==> config.mk <==
export PLATFORM = sky130hd
export DESIGN_NAME = bsw_regs
export DESIGN_NICKNAME = d
export VERILOG_FILES = /design/src/bsw_pkg.sv /design/src/bsw_regs.sv
export SDC_FILE = /design/constraint.sdc
export NUM_CORES = 1
export LEC_CHECK = 0
export ABC_AREA = 1
export BUFFER_PORTS_ARGS = -buffer_cell sky130_fd_sc_hd__buf_2
export CAP_MARGIN = 20
export CORE_ASPECT_RATIO = 0.9
export CORE_MARGIN = 4
export CORE_UTILIZATION = 47
export CTS_CLUSTER_DIAMETER = 80
export DETAILED_ROUTE_END_ITERATION = 10
export PLACE_DENSITY = 0.84
export RECOVER_POWER = 25
export SLEW_MARGIN = 20
export SYNTH_ARGS = -nofsm -noshare
export SYNTH_HDL_FRONTEND = slang
export SYNTH_SLANG_ARGS = --single-unit
==> constraint.sdc <==
create_clock -name sys_clk -period 1.33 [get_ports sys_clk]
set_input_delay 0.266 -clock sys_clk [delete_from_list [all_inputs] [get_ports sys_clk]]
set_output_delay 0.266 -clock sys_clk [all_outputs]
set_load 0.01 [all_outputs]
==> src/bsw_pkg.sv <==
// Purpose: constants for the bridge secondary status and window block
// Assumes: 32-bit configuration dwords, byte enables per lane
// Notes:   offsets are byte addresses of the configuration dwords
package bsw_pkg;
    localparam logic [7:0]  BSW_OFS_SEC_STATUS = 8'h1C;
    localparam logic [7:0]  BSW_OFS_MEM_WIN    = 8'h20;
    localparam logic [7:0]  BSW_OFS_PREF_WIN   = 8'h24;
    // status bit positions within the dword
    localparam int          BSW_BIT_66MHZ      = 21;
    localparam int          BSW_BIT_FAST_B2B   = 23;
    localparam int          BSW_BIT_MPERR      = 24;
    localparam int          BSW_BIT_TIMING_LO  = 25;
    localparam int          BSW_BIT_TIMING_HI  = 26;
    localparam int          BSW_BIT_SIG_ABORT  = 27;
    localparam int          BSW_BIT_RX_ABORT   = 28;
    localparam int          BSW_BIT_RX_UR      = 29;
    localparam int          BSW_BIT_RX_SERR    = 30;
    localparam int          BSW_BIT_DET_PERR   = 31;
    // window field positions, field values and reset constants
    localparam int          BSW_BASE_LSB       = 4;
    localparam int          BSW_LIMIT_LSB      = 20;
    localparam int          BSW_PREF_IND_B_LSB = 0;
    localparam int          BSW_PREF_IND_L_LSB = 16;
    localparam logic [3:0]  BSW_PREF_IND_VAL   = 4'h1;
    localparam logic [11:0] BSW_ADDR_FIELD_RST = 12'h000;
    localparam logic [19:0] BSW_LOW_ZEROS      = 20'h00000;
    localparam logic [19:0] BSW_LOW_ONES       = 20'hFFFFF;
    localparam logic [31:0] BSW_UPPER_ZERO     = 32'h00000000;
    localparam logic        BSW_FLAG_RST       = 1'b0;
endpackage : bsw_pkg

==> src/bsw_regs.sv <==
// Purpose: secondary status flags and memory window registers of a bridge
// Assumes: events and control bits come from logic on sys_clk
// Notes:   config read data and ack appear one cycle after the request
`timescale 1ns/1ns
module bsw_regs
    import bsw_pkg::*;
(
    // clock and reset
    input  wire logic        sys_clk,
    input  wire logic        rst_b,
    // configuration access
    input  wire logic        cfg_wr_en,
    input  wire logic        cfg_rd_en,
    input  wire logic [7:0]  cfg_addr,
    input  wire logic [3:0]  cfg_be,
    input  wire logic [31:0] cfg_wdata,
    output logic      [31:0] cfg_rdata_r,
    output logic             cfg_ack_r,
    // bridge control bits
    input  wire logic        ctl_parity_resp_en,
    input  wire logic        ctl_serr_fwd_en,
    // secondary side events
    input  wire logic        ev_parity_err,
    input  wire logic        ev_cpl_abort_sent,
    input  wire logic        ev_rx_abort,
    input  wire logic        ev_rx_ur,
    input  wire logic        ev_err_msg_sent,
    input  wire logic        ev_poison_rx,
    input  wire logic        sec_err_msg,
    output logic             err_fwd_r,
    // memory transaction decode
    input  wire logic        txn_valid,
    input  wire logic [63:0] txn_addr,
    input  wire logic [31:0] pref_base_upper,
    input  wire logic [31:0] pref_limit_upper,
    output logic             fwd_valid_r,
    output logic             fwd_mem_hit_r,
    output logic             fwd_pref_hit_r
);
    ////////////////////////////////////////////////////////////////////////////
    logic        mperr_r,  sig_abort_r, rx_abort_r;
    logic        rx_ur_r,  rx_serr_r,   det_perr_r;
    logic [11:0] mem_base_r,  mem_limit_r;
    logic [11:0] pref_base_r, pref_limit_r;

    wire         wr_stat = cfg_wr_en && cfg_addr == BSW_OFS_SEC_STATUS;
    wire         wr_mem  = cfg_wr_en && cfg_addr == BSW_OFS_MEM_WIN;
    wire         wr_pref = cfg_wr_en && cfg_addr == BSW_OFS_PREF_WIN;
    // only lane 3 carries clearable flags
    wire [31:0]  w1c     = (wr_stat && cfg_be[3]) ? cfg_wdata : 32'h00000000;

    // field merge honours the two lanes each 12-bit field straddles
    function automatic logic [11:0] bsw_merge(input logic [11:0] cur,
                                              input logic [11:0] nw,
                                              input logic        be_lo,
                                              input logic        be_hi);
        logic [11:0] r;
        r = cur;
        if (be_lo) r[3:0] = nw[3:0];
        if (be_hi) r[11:4] = nw[11:4];
        return r;
    endfunction : bsw_merge

    wire [11:0] mem_base_nxt   = wr_mem ? bsw_merge(mem_base_r,
        cfg_wdata[15:4], cfg_be[0], cfg_be[1]) : mem_base_r;
    wire [11:0] mem_limit_nxt  = wr_mem ? bsw_merge(mem_limit_r,
        cfg_wdata[31:20], cfg_be[2], cfg_be[3]) : mem_limit_r;
    wire [11:0] pref_base_nxt  = wr_pref ? bsw_merge(pref_base_r,
        cfg_wdata[15:4], cfg_be[0], cfg_be[1]) : pref_base_r;
    wire [11:0] pref_limit_nxt = wr_pref ? bsw_merge(pref_limit_r,
        cfg_wdata[31:20], cfg_be[2], cfg_be[3]) : pref_limit_r;

    // set beats clear so a coincident event is never lost
    wire mperr_nxt    = (ev_parity_err && ctl_parity_resp_en)
                        || (mperr_r && !w1c[BSW_BIT_MPERR]);
    wire sig_abort_nxt = ev_cpl_abort_sent || sig_abort_r;
    wire rx_abort_nxt  = ev_rx_abort || rx_abort_r;
    wire rx_ur_nxt     = ev_rx_ur || rx_ur_r;
    wire rx_serr_nxt  = (ev_err_msg_sent && ctl_serr_fwd_en)
                        || (rx_serr_r && !w1c[BSW_BIT_RX_SERR]);
    wire det_perr_nxt = ev_poison_rx
                        || (det_perr_r && !w1c[BSW_BIT_DET_PERR]);

    ////////////////////////////////////////////////////////////////////////////
    // read mux; reserved and legacy bits are zero
    wire [31:0] stat_rd = {det_perr_r, rx_serr_r, rx_ur_r, rx_abort_r,
                           sig_abort_r, 2'b00, mperr_r, 1'b0, 1'b0,
                           1'b0, 5'b00000, 16'h0000};
    wire [31:0] mem_rd  = {mem_limit_r, 4'h0, mem_base_r, 4'h0};
    wire [31:0] pref_rd = {pref_limit_r, BSW_PREF_IND_VAL,
                           pref_base_r, BSW_PREF_IND_VAL};
    wire [31:0] rd_mux  = (cfg_addr == BSW_OFS_SEC_STATUS) ? stat_rd :
                          (cfg_addr == BSW_OFS_MEM_WIN)    ? mem_rd  :
                          (cfg_addr == BSW_OFS_PREF_WIN)   ? pref_rd :
                          32'h00000000;
    wire [31:0] rdata_nxt = cfg_rd_en ? rd_mux : cfg_rdata_r;

    ////////////////////////////////////////////////////////////////////////////
    // window decode; memory window is 32-bit only
    wire [63:0] mem_lo  = {BSW_UPPER_ZERO, mem_base_r, BSW_LOW_ZEROS};
    wire [63:0] mem_hi  = {BSW_UPPER_ZERO, mem_limit_r, BSW_LOW_ONES};
    wire [63:0] pref_lo = {pref_base_upper, pref_base_r, BSW_LOW_ZEROS};
    wire [63:0] pref_hi = {pref_limit_upper, pref_limit_r, BSW_LOW_ONES};
    wire mem_hit_nxt  = txn_valid && txn_addr >= mem_lo
                        && txn_addr <= mem_hi;
    wire pref_hit_nxt = txn_valid && txn_addr >= pref_lo
                        && txn_addr <= pref_hi;
    wire err_fwd_nxt  = sec_err_msg && ctl_serr_fwd_en;

    ////////////////////////////////////////////////////////////////////////////
    always_ff @(posedge sys_clk or negedge rst_b) begin
        if (!rst_b) begin
            mperr_r     <= BSW_FLAG_RST;
            sig_abort_r <= BSW_FLAG_RST;
            rx_abort_r  <= BSW_FLAG_RST;
            rx_ur_r     <= BSW_FLAG_RST;
            rx_serr_r   <= BSW_FLAG_RST;
            det_perr_r  <= BSW_FLAG_RST;
        end else begin
            mperr_r     <= mperr_nxt;
            sig_abort_r <= sig_abort_nxt;
            rx_abort_r  <= rx_abort_nxt;
            rx_ur_r     <= rx_ur_nxt;
            rx_serr_r   <= rx_serr_nxt;
            det_perr_r  <= det_perr_nxt;
        end
    end

    always_ff @(posedge sys_clk or negedge rst_b) begin
        if (!rst_b) begin
            mem_base_r   <= BSW_ADDR_FIELD_RST;
            mem_limit_r  <= BSW_ADDR_FIELD_RST;
            pref_base_r  <= BSW_ADDR_FIELD_RST;
            pref_limit_r <= BSW_ADDR_FIELD_RST;
        end else begin
            mem_base_r   <= mem_base_nxt;
            mem_limit_r  <= mem_limit_nxt;
            pref_base_r  <= pref_base_nxt;
            pref_limit_r <= pref_limit_nxt;
        end
    end

    always_ff @(posedge sys_clk or negedge rst_b) begin
        if (!rst_b) begin
            cfg_rdata_r    <= 32'h00000000;
            cfg_ack_r      <= 1'b0;
            err_fwd_r      <= 1'b0;
            fwd_valid_r    <= 1'b0;
            fwd_mem_hit_r  <= 1'b0;
            fwd_pref_hit_r <= 1'b0;
        end else begin
            cfg_rdata_r    <= rdata_nxt;
            cfg_ack_r      <= cfg_rd_en || cfg_wr_en;
            err_fwd_r      <= err_fwd_nxt;
            fwd_valid_r    <= txn_valid;
            fwd_mem_hit_r  <= mem_hit_nxt;
            fwd_pref_hit_r <= pref_hit_nxt;
        end
    end
endmodule : bsw_regs

==> summary.txt, run 1 <==
Outcome
  • Status: complete, but fails checks
  • Failing checks: negative setup slack

Min path
  • Worst min-delay path category: input pin to register

Yosys
  • Main flop type after synthesis: dfrtp_1
  • Simple-Gate Fraction of Synth Area: 20.73%
  • Seq/Total Area, Yosys: 31.41%
  • Post-synthesis compound-gate area fraction: 15.37%
  • Yosys warnings: 0
  • Post-Synthesis Cells: 857
  • Unique masters post-synth: 36
  • Post-Syn Area: 6693 µm²
  • Mean Syn Cell Area: 7.809 µm²
  • Synth Area in XOR/XNOR: 0%
  • Fraction of registers with async set/reset: 100.0%
  • EDFF count, synth: 0
  • Yosys reg bits: 84
  • Largest family of logic cells by synthesized area: adder cells
  • Synth Area in Adders: 20.94%
  • Fraction of synthesized area in multiplexers: 0%

STA
  • Peak Freq: 0.6127 GHz
  • Setup ws final: -302.2 ps
  • Worst slew pin tran: 771.7 ps
  • Final Hold Viols: 0
  • Fin crit share: 122.7%
  • Worst Skew: 7.290 ps
  • Setup-failing EPs final: 2
  • Unrepaired setup endpoints after global routing: yes
  • WHS: 91.67 ps
  • Post-layout min period: 1632 ps
  • Max Slew Vio Count: 0
  • Slew margin rel.: 48.56%

Die
  • Die ar.: 16220 µm²
  • Row cnt: 41
  • Initial core utilization: 47.79%
  • Core footprint: 14000 µm²
  • I/O Pins: 223
  • Die Y: 121.2 µm
  • Die W: 133.8 µm

Clock network
  • Clk pin slew, worst setup/hold paths: 70 ps
  • Clock buffer count from CTS: 9
  • CTS tree: done
  • Longest Clk Path Bufs: 2
  • Clk root buf: clkbuf_16
  • CTS H-Tree Depth: 3
  • Clock tree sinks: 84
  • Later-pin clock latency in the skew report: 350 ps

Detailed routing
  • Metal3 WL: 1333 µm
  • Vias: 6800
  • DR pass1 iterations: 5
  • Met2 routed WL: 10550 µm
  • M1 wire length: 8743 µm
  • DRC: 0
  • Top routing layer in use: met4
  • Final wirelength: 21060 µm
  • Initial DRC count: 344
  • Per-cell routed wire length: 15.58 µm
  • Avg Vias per Cell: 5.030
  • Antenna viol nets, final: 0

GRT
  • First-pass GRT wire length: 32090 µm
  • All-layer global routing usage: 25.02%
  • Grt total ovfl: 0
  • Vias in the first global route: 6711
  • Largest net degree at the start of global routing: 85
  • Initial antenna violation count: 2

Pwr
  • Power Density: 728.9 nW/µm²
  • Total power: 6688 µW
  • Worst vdd ir: 0.0006896 V
  • P_leak: 0.004969 µW

Cells and area
  • Area grow syn2layout: 37.11%
  • Layout cells sized above 1: 36.56%
  • Commonest cells after routing, fill and taps aside: 207 x buf_2, 174 x nand2_1, 149 x inv_1
  • Fill count: 1151
  • Post-layout nets: 1450
  • Commonest non-fill, non-tap cell in the layout: buf_2

Setup path
  • Critical Path Slowest Stage Cell: dfrtp_1
  • CP arrival: 1900 ps
  • Reg2Reg Launch Point: pref_limit_r[7]
  • Critical Path Max Stage Delay: 380 ps
  • Reg-to-Reg End: fwd_pref_hit_r
  • Worst Reg-to-Reg Cells: 11
  • CP startpoint kind: register
  • Crit path capture: fwd_pref_hit_r
  • CP startpoint: pref_limit_r[7]
  • Data required, critical path: 1600 ps
  • Flop2flop setup slack: -300 ps
  • Crit-path max FO: 2
  • Critical path class: register to register
  • Crit end category: register
  • Critical-path cell list: inv_1, ha_1, a21oi_1, o21ai_0, nand2_1, nand3_2, nand2_1, nand2_1, nor2_1, nor2_1, nor2_1

Place
  • Port-buffer cells: 208
  • Gpl congestion: 0.9893
  • Post-DP HPWL: 16640 µm

Flow run
  • Total of max-cap violations: 0
## synthesized netlist by cell type, drive strengths merged, types with 2 or more instances
cell	n	area, µm²
clkbuf	2	7.510
or2	3	18.77
and2	3	18.77
o21ai	66	390.4
nor4	7	43.79
a211oi	2	15.01
nor3	9	50.05
inv	174	653.1
o211ai	7	52.55
o221ai	23	257.8
dfrtp	84	2102
nand3	15	75.07
nor2	64	271.5
nand4	17	106.4
buf	14	108.9
o21a	6	45.04
nand2	192	770.7
a21oi	52	260.3
ha	112	1401
## metal layers
| metal | vias to the layer above | global-route usage (%) |
|---|---|---|
| li1 | 3398 | - |
| met1 | 3135 | 30.28 |
| met2 | 232 | 45.30 |
| met3 | 35 | 4.643 |
| met4 | 0 | 7.455 |
| met5 | - | 0 |
## through the flow
step	utilization [%]	cells	setup TNS, ps	cell area, µm²	setup WS (ps)
4_1_cts	63.97	1340	-474.1	8959	-285.1
5_1_grt	65.52	1352	-891.7	9176	-429.5
2_1_floorplan	-	862	-94.79	6760	-73.04
6_report	65.52	1352	-573.5	9176	-302.2
3_5_place_dp	60.41	1315	-16830	8461	-463.4
3_3_place_gp	60.41	1315	-16070	8461	-403.3
## cell families (layout without fill, tap and decap cells)
logic type | after synthesis | count (layout)
AOI/OAI and AO/OA | 157 | 157
adders and majority gates | 112 | 112
buffers and inverters | 190 | 485
DFF | 84 | 84
other | 1 | 8
and+or+nand+nor | 313 | 313
## power by group
group / internal [µW] / total, µW / switching (µW)
logic: 715 / 1570 / 858
registers: 2610 / 2650 / 34.5
clock network: 1320 / 2470 / 1150
## sequential cells by signal, indices dropped and copies added (netlist names), 12 cells and up
register,count
cfg_rdata_r,25
mem_base_r,12
mem_limit_r,12
pref_base_r,12
pref_limit_r,12
## worst max-delay path, delay by kind of cell, from the launching register on
kind | cells | cell delay [ps]
AO/OA/AOI/OAI | 2 | 280
adder cells (fa/ha/maj) | 1 | 250
buffers and inverters | 1 | 90
flip-flops | 1 | 380
AND/OR/NAND/NOR | 7 | 550
## cell type report
class                      count  area (µm²)  share of cell area [%]
inverter                     174       653.1                   7.118
sequential                    84        2102                   22.91
clock buffer                   9       225.2                   2.454
multi-input combinational    588        4167                   45.41
tap                          193       241.5                   2.632
clock inverter                 7       70.07                  0.7636
timing repair buffer         295        1713                   18.67
antenna                        2       5.005                 0.05454
## worst min-delay path by stage
stage / end / start / slack, ps / cells past startpoint
floorplan: cfg_ack_r / rst_b / -30 / 0
global placement: mem_limit_r[6] / rst_b / 340 / 2
detailed placement: pref_base_r[8] / rst_b / 330 / 2
CTS: fwd_valid_r / txn_valid / 90 / 1
global route: fwd_valid_r / txn_valid / 90 / 1
finish: fwd_valid_r / txn_valid / 90 / 1
## repair_timing
item / in CTS / in global routing
setup endpoints to repair: 2 / 6
hold buffers: 1 / 0
pin swaps: 9 / 13
setup buffers: 8 / 10
endpoints found under the hold margin: 84 / 0
gates resized for setup: 29 / 30
Power figures use the tool's default switching activity.
==> run 2, diff against run 1 <==
--- a/config.mk
+++ b/config.mk
@@ -8,12 +8,11 @@
 export ABC_AREA = 1
 export BUFFER_PORTS_ARGS = -buffer_cell sky130_fd_sc_hd__buf_2
 export CAP_MARGIN = 20
-export CORE_ASPECT_RATIO = 0.9
 export CORE_MARGIN = 4
 export CORE_UTILIZATION = 47
 export CTS_CLUSTER_DIAMETER = 80
 export DETAILED_ROUTE_END_ITERATION = 10
-export PLACE_DENSITY = 0.84
+export PLACE_DENSITY = 0.83
 export RECOVER_POWER = 25
 export SLEW_MARGIN = 20
 export SYNTH_ARGS = -nofsm -noshare
==> summary.txt, run 2 (synthesis results as in run 1) <==
Cells and area
  • Post-layout nets: 1439 (was 1450)
  • Fill count: 1123 (was 1151)
  • Commonest cells after routing, fill and taps aside: 206 x buf_2, 178 x nand2_1, 150 x inv_1 (was 207 x buf_2, 174 x nand2_1, 149 x inv_1)
  • Inserted Diodes: 0 (was 2)
  • Commonest non-fill, non-tap cell in the layout: buf_2 (unchanged)
  • Multi-input logic area: 4125 µm² (was 4167 µm²)
  • Final core utilization: 64.87% (was 65.52%)
  • Reg area: 2102 µm² (unchanged)
  • Area grow syn2layout: 35.07% (was 37.11%)
  • Post-route cell area: 9040 µm² (was 9176 µm²)
  • Layout cells sized above 1: 35.11% (was 36.56%)
  • Largest register FFs: 25 (unchanged)
  • Register ranked first by flip-flop count: cfg_rdata_r (unchanged)

Setup path
  • Crit-path max FO: 3 (was 2)
  • Data required, critical path: 1550 ps (was 1600 ps)
  • CP startpoint kind: register (unchanged)
  • CP arrival: 1920 ps (was 1900 ps)
  • Critical path class: register to register (unchanged)
  • Crit end category: register (unchanged)

Clock network
  • Clock tree sinks: 84 (unchanged)
  • Longest Clk Path Bufs: 2 (unchanged)
  • Later-pin clock latency in the skew report: 340 ps (was 350 ps)
  • Clk root buf: clkbuf_16 (unchanged)
  • CTS H-Tree Depth: 3 (unchanged)
  • Clock buffer count from CTS: 9 (unchanged)
  • Clk pin slew, worst setup/hold paths: 60 ps (was 70 ps)
  • CTS tree: done (unchanged)

STA
  • Final Hold Viols: 0 (unchanged)
  • Worst slew pin tran: 774.2 ps (was 771.7 ps)
  • Slew margin rel.: 48.39% (was 48.56%)
  • WHS: 109.4 ps (was 91.67 ps)
  • Setup ws final: -374.0 ps (was -302.2 ps)
  • Fin crit share: 128.1% (was 122.7%)
  • Setup-failing EPs final: 2 (unchanged)
  • Worst Skew: 5.433 ps (was 7.290 ps)
  • Max Slew Vio Count: 0 (unchanged)
  • Peak Freq: 0.5868 GHz (was 0.6127 GHz)
  • Post-layout min period: 1704 ps (was 1632 ps)
  • Unrepaired setup endpoints after global routing: yes (unchanged)
  • Setup TNS: -738.5 ps (was -573.5 ps)

GRT
  • Largest net degree at the start of global routing: 85 (unchanged)
  • Grt total ovfl: 0 (unchanged)
  • Initial antenna violation count: 0 (was 2)
  • First-pass GRT wire length: 33460 µm (was 32090 µm)
  • Vias in the first global route: 7016 (was 6711)
  • All-layer global routing usage: 25.90% (was 25.02%)

Detailed routing
  • DR pass1 iterations: 5 (unchanged)
  • Vias: 6878 (was 6800)
  • Final wirelength: 21170 µm (was 21060 µm)
  • Per-cell routed wire length: 15.98 µm (was 15.58 µm)
  • DRC: 0 (unchanged)
  • Initial DRC count: 370 (was 344)
  • Avg Vias per Cell: 5.191 (was 5.030)
  • Antenna viol nets, final: 0 (unchanged)

Die
  • Initial core utilization: 48.03% (was 47.79%)
  • Die ar.: 16210 µm² (was 16220 µm²)
  • Die Y: 127.3 µm (was 121.2 µm)
  • Core footprint: 13930 µm² (was 14000 µm²)
  • I/O Pins: 223 (unchanged)
  • Die W: 127.3 µm (was 133.8 µm)
  • Row cnt: 43 (was 41)

Place
  • Port-buffer cells: 208 (unchanged)
  • Post-place setup slack: -424.1 ps (was -463.4 ps)
  • Cell Area, Placed: 8444 µm² (was 8461 µm²)
  • Post-DP HPWL: 16490 µm (was 16640 µm)
  • Gpl congestion: 0.9901 (was 0.9893)

Pwr
  • P_leak: 0.004910 µW (was 0.004969 µW)
  • Worst vdd ir: 0.0005778 V (was 0.0006896 V)
  • Power Density: 754.8 nW/µm² (was 728.9 nW/µm²)

Flow run
  • Total of max-cap violations: 0 (unchanged)

Min path
  • Worst min-delay path category: input pin to register (unchanged)

Outcome
  • Failing checks: negative setup slack (unchanged)
  • Status: complete, but fails checks (unchanged)
[run 2: cell types whose count changed in the layout (fill, tap and decap cells not counted), sizes merged]
cell / change
buf: -12
inv: -4
bufinv: +2
clkinv: +2
diode: -2
clkbuf: +1
clkinvlp: -1
[run 2: metal layers]
metal | wire length [µm] | share of wire [%] | vias to the layer above | track usage [%]
met3 | 1746 | 8.2 | 61 | 4.348
met1 | 8254 | 39 | 3124 | 30.79
met4 | 624 | 2.9 | 0 | 9.968
met5 | 0 | 0 | - | 0
li1 | - | - | 3376 | -
met2 | 10540 | 50 | 317 | 46.58
[run 2: cell type report]
class / count / area share [%]
Clock inverter: 6 / 0.8858
Multi-Input combinational cell: 588 / 45.63
Tap cell: 180 / 2.491
Clock buffer: 9 / 2.491
Sequential cell: 84 / 23.25
Timing Repair Buffer: 284 / 18.02
Inverter: 174 / 7.225
[run 2: stage by stage]
stage                     cells  power (µW)
after floorplan             862        3414
after detailed placement   1302        4132
after global placement     1302        4073
final                      1325        6824
after global routing       1325        7209
after CTS                  1322        6813
[run 2: critical path: stages, from the launching register on]
cell	delay, ps
dfrtp_1	370
inv_2	70
ha_4	280
nand4_1	200
nor3_4	230
a21oi_2	80
o211ai_1	120
nand2_1	130
nand2_2	80
a21oi_2	30
[run 2: path summary, 6_finish.rpt]
check,slack [ps],cells after the start,end,from
hold reg to reg,480,2,pref_limit_r[4],pref_limit_r[4]
hold / removal,110,2,rx_ur_r,ev_rx_ur
setup reg to reg,-370,9,fwd_mem_hit_r,mem_limit_r[11]
setup / recovery,-370,9,fwd_mem_hit_r,mem_limit_r[11]
min in group asynchronous,650,3,mem_limit_r[5],rst_b
max in group asynchronous,160,3,pref_limit_r[0],rst_b
[run 2: power by group]
group	total, µW	internal (µW)	switching, µW
clock	2620	1620	997
combinational	1560	702	856
sequential	2650	2610	34.0
[run 2: what timing repair did]
action | 4_1_cts | 5_1_grt
pin swaps | 18 | 7
setup endpoints to repair | 2 | 5
buffers inserted | 4 | 3
endpoints found under the hold margin | 84 | 0
resized for setup | 36 | 13
hold buffers | 1 | 0
